===== src/core/block_copy_pkg.sv =====
// Package: constants and carrier types for the block copy and fill engine
package block_copy_pkg;

  // ----------------------------------------------------------------
  // Sizes
  // ----------------------------------------------------------------
  localparam int ADDR_W      = 36;  // Physical address width
  localparam int DATA_W      = 64;  // One doubleword
  localparam int BLOCK_BYTES = 32;
  localparam int BEATS       = 4;   // Doublewords per block
  localparam int BEAT_W      = 2;
  localparam int OFFSET_BITS = 5;   // Block offset bits ignored
  localparam int DW_BITS     = 3;   // Doubleword offset bits
  localparam int RBUF_DEPTH  = 4;   // Read buffer depth

  localparam logic [BEAT_W-1:0] LAST_BEAT = 2'h3;
  localparam logic [DW_BITS-1:0] DW_ZERO  = 3'h0;

  // ----------------------------------------------------------------
  // Carriers
  // ----------------------------------------------------------------
  // Command from the processor side, one store_alternate_instr each
  typedef struct packed {
    logic              fill;       // 1: block fill, 0: block copy
    logic              src_cache;  // Copy source is the cache
    logic [ADDR_W-1:0] src_addr;
    logic [ADDR_W-1:0] dst_addr;
    logic [DATA_W-1:0] pattern;    // Fill doubleword
  } cmd_type;

  // Request on the system bus side
  typedef struct packed {
    logic              write;
    logic [ADDR_W-1:0] addr;
    logic [DATA_W-1:0] data;
  } mem_req_type;

  // Engine states, one-hot
  typedef enum logic [5:0] {
    ST_IDLE    = 6'h01,
    ST_RD_REQ  = 6'h02,
    ST_RD_WAIT = 6'h04,
    ST_XFER    = 6'h08,
    ST_WR_REQ  = 6'h10,
    ST_WR_WAIT = 6'h20
  } state_type;

endpackage


===== src/core/block_copy_fill_engine.sv =====
// Block copy and block fill engine with its read buffer FIFO
`timescale 1ns/1ps

// ------------------------------------------------------------------
// Read buffer: small FIFO with valid/ready on both sides
// ------------------------------------------------------------------
module read_buffer_fifo #(
  parameter int WIDTH = 64,
  parameter int DEPTH = 4
) (
  input  wire logic             clk,
  input  wire logic             reset,
  input  wire logic             in_valid,
  output logic                  in_ready,
  input  wire logic [WIDTH-1:0] in_data,
  output logic                  out_valid,
  input  wire logic             out_ready,
  output logic      [WIDTH-1:0] out_data
);
  localparam int PTR_W = (DEPTH > 1) ? $clog2(DEPTH) : 1;
  localparam int CNT_W = $clog2(DEPTH + 1);

  logic [WIDTH-1:0] mem_reg [DEPTH];
  logic [PTR_W-1:0] wr_ptr_reg;
  logic [PTR_W-1:0] wr_ptr_next;
  logic [PTR_W-1:0] rd_ptr_reg;
  logic [PTR_W-1:0] rd_ptr_next;
  logic [CNT_W-1:0] count_reg;
  logic [CNT_W-1:0] count_next;
  logic             push;
  logic             pop;

  // Flags come from the occupancy count, so full and empty are exact
  always_comb begin
    in_ready  = (count_reg != CNT_W'(DEPTH));
    out_valid = (count_reg != '0);
    out_data  = mem_reg[rd_ptr_reg];
    push      = in_valid && in_ready;
    pop       = out_valid && out_ready;
    wr_ptr_next = wr_ptr_reg;
    rd_ptr_next = rd_ptr_reg;
    if (push) begin
      wr_ptr_next = (wr_ptr_reg == PTR_W'(DEPTH - 1)) ? '0 : wr_ptr_reg + 1'b1;
    end
    if (pop) begin
      rd_ptr_next = (rd_ptr_reg == PTR_W'(DEPTH - 1)) ? '0 : rd_ptr_reg + 1'b1;
    end
    count_next = count_reg + CNT_W'(push) - CNT_W'(pop);
  end

  // Pointers and storage
  always_ff @(posedge clk) begin
    if (reset) begin
      wr_ptr_reg <= '0;
      rd_ptr_reg <= '0;
      count_reg  <= '0;
    end else begin
      wr_ptr_reg <= wr_ptr_next;
      rd_ptr_reg <= rd_ptr_next;
      count_reg  <= count_next;
    end
    if (push) begin
      mem_reg[wr_ptr_reg] <= in_data;
    end
  end
endmodule

// ------------------------------------------------------------------
// Engine top
// ------------------------------------------------------------------
module block_copy_fill_engine (
  input  wire logic                                  clk,
  input  wire logic                                  reset,
  input  wire logic                                  cmd_valid,
  input  wire block_copy_pkg::cmd_type               cmd,
  output logic                                       cmd_ready,
  output logic                                       cmd_refused,
  output logic                                       busy,
  output logic                                       done,
  output logic                                       cache_rd_valid,
  output logic [block_copy_pkg::ADDR_W-1:0]          cache_rd_addr,
  input  wire logic                                  cache_rsp_valid,
  input  wire logic [block_copy_pkg::DATA_W-1:0]     cache_rsp_data,
  output logic                                       mem_req_valid,
  output block_copy_pkg::mem_req_type                mem_req,
  input  wire logic                                  mem_req_ready,
  input  wire logic                                  mem_rsp_valid,
  input  wire logic [block_copy_pkg::DATA_W-1:0]     mem_rsp_data
);
  localparam int AW = block_copy_pkg::ADDR_W;
  localparam int DW = block_copy_pkg::DATA_W;
  localparam int BW = block_copy_pkg::BEAT_W;
  localparam int OB = block_copy_pkg::OFFSET_BITS;

  block_copy_pkg::state_type   state_reg;
  block_copy_pkg::state_type   state_next;
  logic [BW-1:0]               beat_reg;
  logic [BW-1:0]               beat_next;
  logic [AW-1:0]               src_reg;
  logic [AW-1:0]               src_next;
  logic [AW-1:0]               dst_reg;
  logic [AW-1:0]               dst_next;
  logic                        src_cache_reg;
  logic                        src_cache_next;
  logic [DW-1:0]               wbuf_reg [block_copy_pkg::BEATS];
  logic [DW-1:0]               wbuf_next [block_copy_pkg::BEATS];
  logic                        cmd_ready_reg;
  logic                        cmd_ready_next;
  logic                        cmd_refused_reg;
  logic                        cmd_refused_next;
  logic                        busy_reg;
  logic                        busy_next;
  logic                        done_reg;
  logic                        done_next;
  logic                        cache_rd_valid_reg;
  logic                        cache_rd_valid_next;
  logic [AW-1:0]               cache_rd_addr_reg;
  logic [AW-1:0]               cache_rd_addr_next;
  logic                        mem_req_valid_reg;
  logic                        mem_req_valid_next;
  block_copy_pkg::mem_req_type mem_req_reg;
  block_copy_pkg::mem_req_type mem_req_next;
  logic                        take;
  logic                        rsp_valid;
  logic [DW-1:0]               rsp_data;
  logic                        rb_in_valid;
  logic                        rb_in_ready;
  logic                        rb_out_valid;
  logic                        rb_out_ready;
  logic [DW-1:0]               rb_out_data;

  // Address of one doubleword of a block; the low offset bits are dropped
  function automatic logic [AW-1:0] beat_addr(input logic [AW-1:0] base,
                                              input logic [BW-1:0] beat);
    beat_addr = {base[AW-1:OB], beat, block_copy_pkg::DW_ZERO};
  endfunction

  // Read data comes from whichever source the copy names
  always_comb begin
    rsp_valid = src_cache_reg ? cache_rsp_valid : mem_rsp_valid;
    rsp_data  = src_cache_reg ? cache_rsp_data : mem_rsp_data;
  end

  // Read buffer: filled by the source, drained only in the transfer phase,
  // so it is full only after the last read of a block and never stalls a read
  read_buffer_fifo #(
    .WIDTH (DW),
    .DEPTH (block_copy_pkg::RBUF_DEPTH)
  ) u_read_buffer (
    .clk       (clk),
    .reset     (reset),
    .in_valid  (rb_in_valid),
    .in_ready  (rb_in_ready),
    .in_data   (rsp_data),
    .out_valid (rb_out_valid),
    .out_ready (rb_out_ready),
    .out_data  (rb_out_data)
  );

  // Sequencer next-state logic
  always_comb begin
    state_next          = state_reg;
    beat_next           = beat_reg;
    src_next            = src_reg;
    dst_next            = dst_reg;
    src_cache_next      = src_cache_reg;
    wbuf_next           = wbuf_reg;
    cmd_ready_next      = cmd_ready_reg;
    cmd_refused_next    = 1'b0;
    busy_next           = busy_reg;
    done_next           = 1'b0;
    cache_rd_valid_next = 1'b0;
    cache_rd_addr_next  = cache_rd_addr_reg;
    mem_req_valid_next  = mem_req_valid_reg && !mem_req_ready;
    mem_req_next        = mem_req_reg;
    rb_in_valid         = 1'b0;
    rb_out_ready        = 1'b0;
    take                = cmd_valid && cmd_ready_reg;
    case (state_reg)
      block_copy_pkg::ST_IDLE: begin
        // A command is taken in one cycle; a further command waits, cmd_ready low, until the move is done
        if (take) begin
          src_next       = cmd.src_addr;
          dst_next       = cmd.dst_addr;
          src_cache_next = cmd.src_cache;
          beat_next      = '0;
          if (!cmd.fill && !cmd.src_cache &&
              cmd.src_addr[AW-1:OB] == cmd.dst_addr[AW-1:OB]) begin
            cmd_refused_next = 1'b1;
          end else if (cmd.fill) begin
            // Fill skips reading and replicates the store's doubleword
            for (int i = 0; i < block_copy_pkg::BEATS; i++) begin
              wbuf_next[i] = cmd.pattern;
            end
            state_next     = block_copy_pkg::ST_WR_REQ;
            cmd_ready_next = 1'b0;
            busy_next      = 1'b1;
          end else begin
            state_next     = block_copy_pkg::ST_RD_REQ;
            cmd_ready_next = 1'b0;
            busy_next      = 1'b1;
          end
        end
      end
      block_copy_pkg::ST_RD_REQ: begin
        // One read outstanding; held off while the read buffer has no room
        if (rb_in_ready) begin
          if (src_cache_reg) begin
            cache_rd_valid_next = 1'b1;
            cache_rd_addr_next  = beat_addr(src_reg, beat_reg);
          end else begin
            mem_req_valid_next = 1'b1;
            mem_req_next.write = 1'b0;
            mem_req_next.addr  = beat_addr(src_reg, beat_reg);
            mem_req_next.data  = '0;
          end
          state_next = block_copy_pkg::ST_RD_WAIT;
        end
      end
      block_copy_pkg::ST_RD_WAIT: begin
        rb_in_valid = rsp_valid;
        if (rsp_valid && rb_in_ready) begin
          if (beat_reg == block_copy_pkg::LAST_BEAT) begin
            beat_next  = '0;
            state_next = block_copy_pkg::ST_XFER;
          end else begin
            beat_next  = beat_reg + 1'b1;
            state_next = block_copy_pkg::ST_RD_REQ;
          end
        end
      end
      block_copy_pkg::ST_XFER: begin
        // Whole block is in the read buffer before the write buffer loads
        rb_out_ready = 1'b1;
        if (rb_out_valid) begin
          wbuf_next[beat_reg] = rb_out_data;
          if (beat_reg == block_copy_pkg::LAST_BEAT) begin
            beat_next  = '0;
            state_next = block_copy_pkg::ST_WR_REQ;
          end else begin
            beat_next = beat_reg + 1'b1;
          end
        end
      end
      block_copy_pkg::ST_WR_REQ: begin
        mem_req_valid_next = 1'b1;
        mem_req_next.write = 1'b1;
        mem_req_next.addr  = beat_addr(dst_reg, beat_reg);
        mem_req_next.data  = wbuf_reg[beat_reg];
        state_next         = block_copy_pkg::ST_WR_WAIT;
      end
      block_copy_pkg::ST_WR_WAIT: begin
        // A write counts as complete when the bus accepts it
        if (mem_req_valid_reg && mem_req_ready) begin
          if (beat_reg == block_copy_pkg::LAST_BEAT) begin
            beat_next      = '0;
            state_next     = block_copy_pkg::ST_IDLE;
            busy_next      = 1'b0;
            cmd_ready_next = 1'b1;
            done_next      = 1'b1;
          end else begin
            beat_next  = beat_reg + 1'b1;
            state_next = block_copy_pkg::ST_WR_REQ;
          end
        end
      end
      default: begin
        state_next = block_copy_pkg::ST_IDLE;
      end
    endcase
  end

  // Sequencer registers; every output is one of these
  always_ff @(posedge clk) begin
    if (reset) begin
      state_reg          <= block_copy_pkg::ST_IDLE;
      beat_reg           <= '0;
      src_reg            <= '0;
      dst_reg            <= '0;
      src_cache_reg      <= 1'b0;
      cmd_ready_reg      <= 1'b1;
      cmd_refused_reg    <= 1'b0;
      busy_reg           <= 1'b0;
      done_reg           <= 1'b0;
      cache_rd_valid_reg <= 1'b0;
      cache_rd_addr_reg  <= '0;
      mem_req_valid_reg  <= 1'b0;
      mem_req_reg        <= '0;
      for (int i = 0; i < block_copy_pkg::BEATS; i++) begin
        wbuf_reg[i] <= '0;
      end
    end else begin
      state_reg          <= state_next;
      beat_reg           <= beat_next;
      src_reg            <= src_next;
      dst_reg            <= dst_next;
      src_cache_reg      <= src_cache_next;
      cmd_ready_reg      <= cmd_ready_next;
      cmd_refused_reg    <= cmd_refused_next;
      busy_reg           <= busy_next;
      done_reg           <= done_next;
      cache_rd_valid_reg <= cache_rd_valid_next;
      cache_rd_addr_reg  <= cache_rd_addr_next;
      mem_req_valid_reg  <= mem_req_valid_next;
      mem_req_reg        <= mem_req_next;
      wbuf_reg           <= wbuf_next;
    end
  end

  // Outputs straight from flip-flops
  assign cmd_ready      = cmd_ready_reg;
  assign cmd_refused    = cmd_refused_reg;
  assign busy           = busy_reg;
  assign done           = done_reg;
  assign cache_rd_valid = cache_rd_valid_reg;
  assign cache_rd_addr  = cache_rd_addr_reg;
  assign mem_req_valid  = mem_req_valid_reg;
  assign mem_req        = mem_req_reg;
endmodule


===== config.mk =====
export PLATFORM = sky130hd
export DESIGN_NAME = block_copy_fill_engine
export DESIGN_NICKNAME = d
export VERILOG_FILES = /design/src/core/block_copy_pkg.sv /design/src/core/block_copy_fill_engine.sv
export SDC_FILE = /design/constraint.sdc
export NUM_CORES = 1
export LEC_CHECK = 0
export BUFFER_PORTS_ARGS = -buffer_cell sky130_fd_sc_hd__buf_2
export CORE_MARGIN = 1.5
export CORE_UTILIZATION = 45
export DETAILED_ROUTE_END_ITERATION = 7
export GPL_TIMING_DRIVEN = 0
export PLACE_DENSITY = 0.76
export SLEW_MARGIN = 20
export SYNTH_ARGS = -nofsm -noshare
export SYNTH_HDL_FRONTEND = slang
export SYNTH_SLANG_ARGS = --single-unit

===== constraint.sdc =====
create_clock -name clk -period 3.2 [get_ports clk]
set_input_delay 0 -clock clk [delete_from_list [all_inputs] [get_ports clk]]
set_output_delay 0 -clock clk [all_outputs]
set_load 0.02 [all_outputs]

==> out/qor.txt <==
FILL cells: 5719
GPL Wtd Cong: 0.9399
Largest net degree at the start of global routing: 35
Multi-input combinational cell area: 13970 sq um
Hold Path Cell Cnt: 4
Clk Latency, worst-skew pair: 660 ps
GR Overflow Total: 0
Fin. max-slew vios: 0
Layout cells sized above 1: 0.3033
Die Ht: 272.2 microns
Vias post-DR: 27.93k
Ys flop type: dfxtp_1
Routed WL per cell: 25.28 microns
Hold/Removal Path Class: in -> reg
CTS root buffer: clkbuf_16
Crit path arrival time: 3720 ps
Area Growth Syn to Fin: 26.33%
Initial Util: 0.4554
Full die area: 74090 sq um
Cell Area, Synth: 32610 sq um
Final Cycle Share: 0.9981
CTS Sinks: 729
Die X: 272.2 microns
CP Class: reg -> reg
Most used routing layer in global routing: met2
Sequential share of the synthesized area: 0.5261
Worst EP required: 3730 ps
Worst r2r path cells: 10
CTS tree: built
GRT met2 Usage: 0.4835
TritonCTS buffer count: 78
Seq cells post-synth: 729
Core area: 71610 sq um
Port Buffers: 397
Final setup viols: 0
First-pass iteration count of the detailed router: 7
Yosys warnings: 0
Dpl ws: -894.1 ps
Max-cap violation count: 0
Maximum vdd drop: 410.1 uV
Post-synth EDFFs: 256
Cells after Synth: 2778
Number of H-tree levels: 3
DP Wirelength: 75.92 mm
Worst Skew: 35.39 ps
Initial antenna violation count: 8
Rel. slew slack: 0.2183
Post-route antenna net violation count: 0
Residual DRC: 0
CP startpoint kind: flop
Pwr Density: 623.2 nW/um^2
Clock-pin slew on the worst setup and hold paths: 60 ps
Highest clock rate: 313.1 MHz
Clock Path Buffers: 3
Vias in the first global route: 27.40k
Final hold violation count: 0
Setup slack, reg-to-reg: 6 ps
GR Util met3: 0.07529
Tmin final: 3194 ps
Initial DRC Count: 3516
Worst setup margin: 5.932 ps
# IOs: 415
Met1 usage: 0.3736
Count of cell types in the netlist: 51
CP Capture Type: flop
Async set-or-reset flop fraction in the synthesized netlist: 0
Final Power: 25.67 mW
Pleak: 14.45 nW
Critical path fanouts, max: 10
Outcome: finished, final reports clean
Gr usage total: 0.2986
RSZ-0062 raised after global routing: no
Syn Area/Cell: 11.74 sq um
Post-Route WL: 114.8 mm
First-pass GRT wire length: 168.8 mm
Register Area: 17160 sq um
Vias per cell: 6.150
Row count: 98
Worst Tran Pin Value: 1170 ps
Nets@finish: 3810
per-stage QoR:
step	hold WS (ps)	utilization	TNS [ps]	cell area, sq um	std cells
6_report	81.48	0.5753	0	41200	4542
5_1_grt	159.0	0.5752	0	41190	4539
4_1_cts	47.50	0.5746	0	41140	4534
3_5_place_dp	259.1	0.5017	-116850	35920	4135
3_3_place_gp	260.9	0.5001	-334580	35810	4130
2_1_floorplan	136.0	-	0	32630	2783
placed cells by master (no fill, tap or decap), types with 17 or more instances in the layout:
| cell | instances |
|---|---|
| buf_6 | 34 |
| dlygate4sd3_1 | 257 |
| a21oi_1 | 427 |
| dfxtp_1 | 473 |
| nand3_1 | 72 |
| a311oi_1 | 31 |
| buf_2 | 446 |
| clkbuf_16 | 84 |
| xnor2_1 | 17 |
| nor2_1 | 47 |
| buf_4 | 20 |
| a211oi_1 | 17 |
| nand2_1 | 327 |
| mux2_2 | 64 |
| a211oi_2 | 240 |
| mux4_2 | 128 |
| xor2_1 | 17 |
| a22oi_1 | 257 |
| edfxtp_1 | 256 |
| clkbuf_1 | 193 |
final timing paths:
path	to	startpoint
setup / recovery	wbuf_reg[212]	beat_reg[0]
hold / removal	state_reg[2]	mem_rsp_valid
setup reg to reg	wbuf_reg[212]	beat_reg[0]
hold reg to reg	cache_rd_addr[22]	cache_rd_addr[22]
per-layer routing:
layer	wire, microns	part of all wire
met1	42810	0.37
met2	53940	0.47
met3	12520	0.11
met4	5492	0.048
met5	51	0.00044
power by group:
group	switching (mW)	internal [mW]	leakage, nW
logic	2.99	2.19	7.02
clock network	3.93	5.46	1.28
registers	0.526	10.6	6.15
total	7.45	18.2	14.4
worst max-delay path, cell delays in order, from the launching register on:
cell and delay (ps):
dfxtp_1 330, clkbuf_2 240, clkbuf_2 300, clkbuf_4 310, inv_1 140, ha_1 170, and3_1 140, buf_2 310
clkbuf_1 620, a22oi_1 240, a211oi_2 280
layout make-up:
cell class,count,area share
Timing Repair Buffer,663,0.1140
Multi-Input combinational cell,1747,0.3391
Clock buffer,115,0.05652
Clock inverter,26,0.006925
Buffer,296,0.03681
Tap cell,950,0.02885
Sequential cell,729,0.4165
Inverter,11,0.001002
Antenna cell,5,0.0003037
logic make-up (layout without fill, tap and decap cells):
group | Yosys count | in the layout | share of synthesized area
AOI/OAI and AO/OA | 989 | 989 | 0.2329
DFF | 729 | 729 | 0.5261
and+or+nand+nor | 506 | 509 | 0.06757
buffers and inverters | 310 | 1111 | 0.04723
muxes | 197 | 197 | 0.1120
xor gates and xnor gates | 34 | 34 | 0.009132
adders and majority gates | 12 | 12 | 0.004835
other | 1 | 11 | 0.0001150
Yosys cell counts, types with 47 or more instances:
cell / instances / area share
nor2_1: 47 / 0.0054
dfxtp_1: 473 / 0.29
mux2_2: 64 / 0.022
clkbuf_1: 192 / 0.022
a211oi_2: 240 / 0.092
a21oi_1: 427 / 0.066
a22oi_1: 257 / 0.059
buf_2: 48 / 0.0074
nand2_1: 327 / 0.038
edfxtp_1: 256 / 0.24
nand3_1: 72 / 0.011
mux4_2: 128 / 0.088
what timing repair did:
action,in CTS,in global routing
setup endpoints to repair,263,280
setup buffers,0,4
pin swaps,2,3
cloned,1,2
hold endpoints to repair,580,0
hold buffers,257,0
resized for setup,15,6
Note: power is estimated with default switching activity, not from simulation.
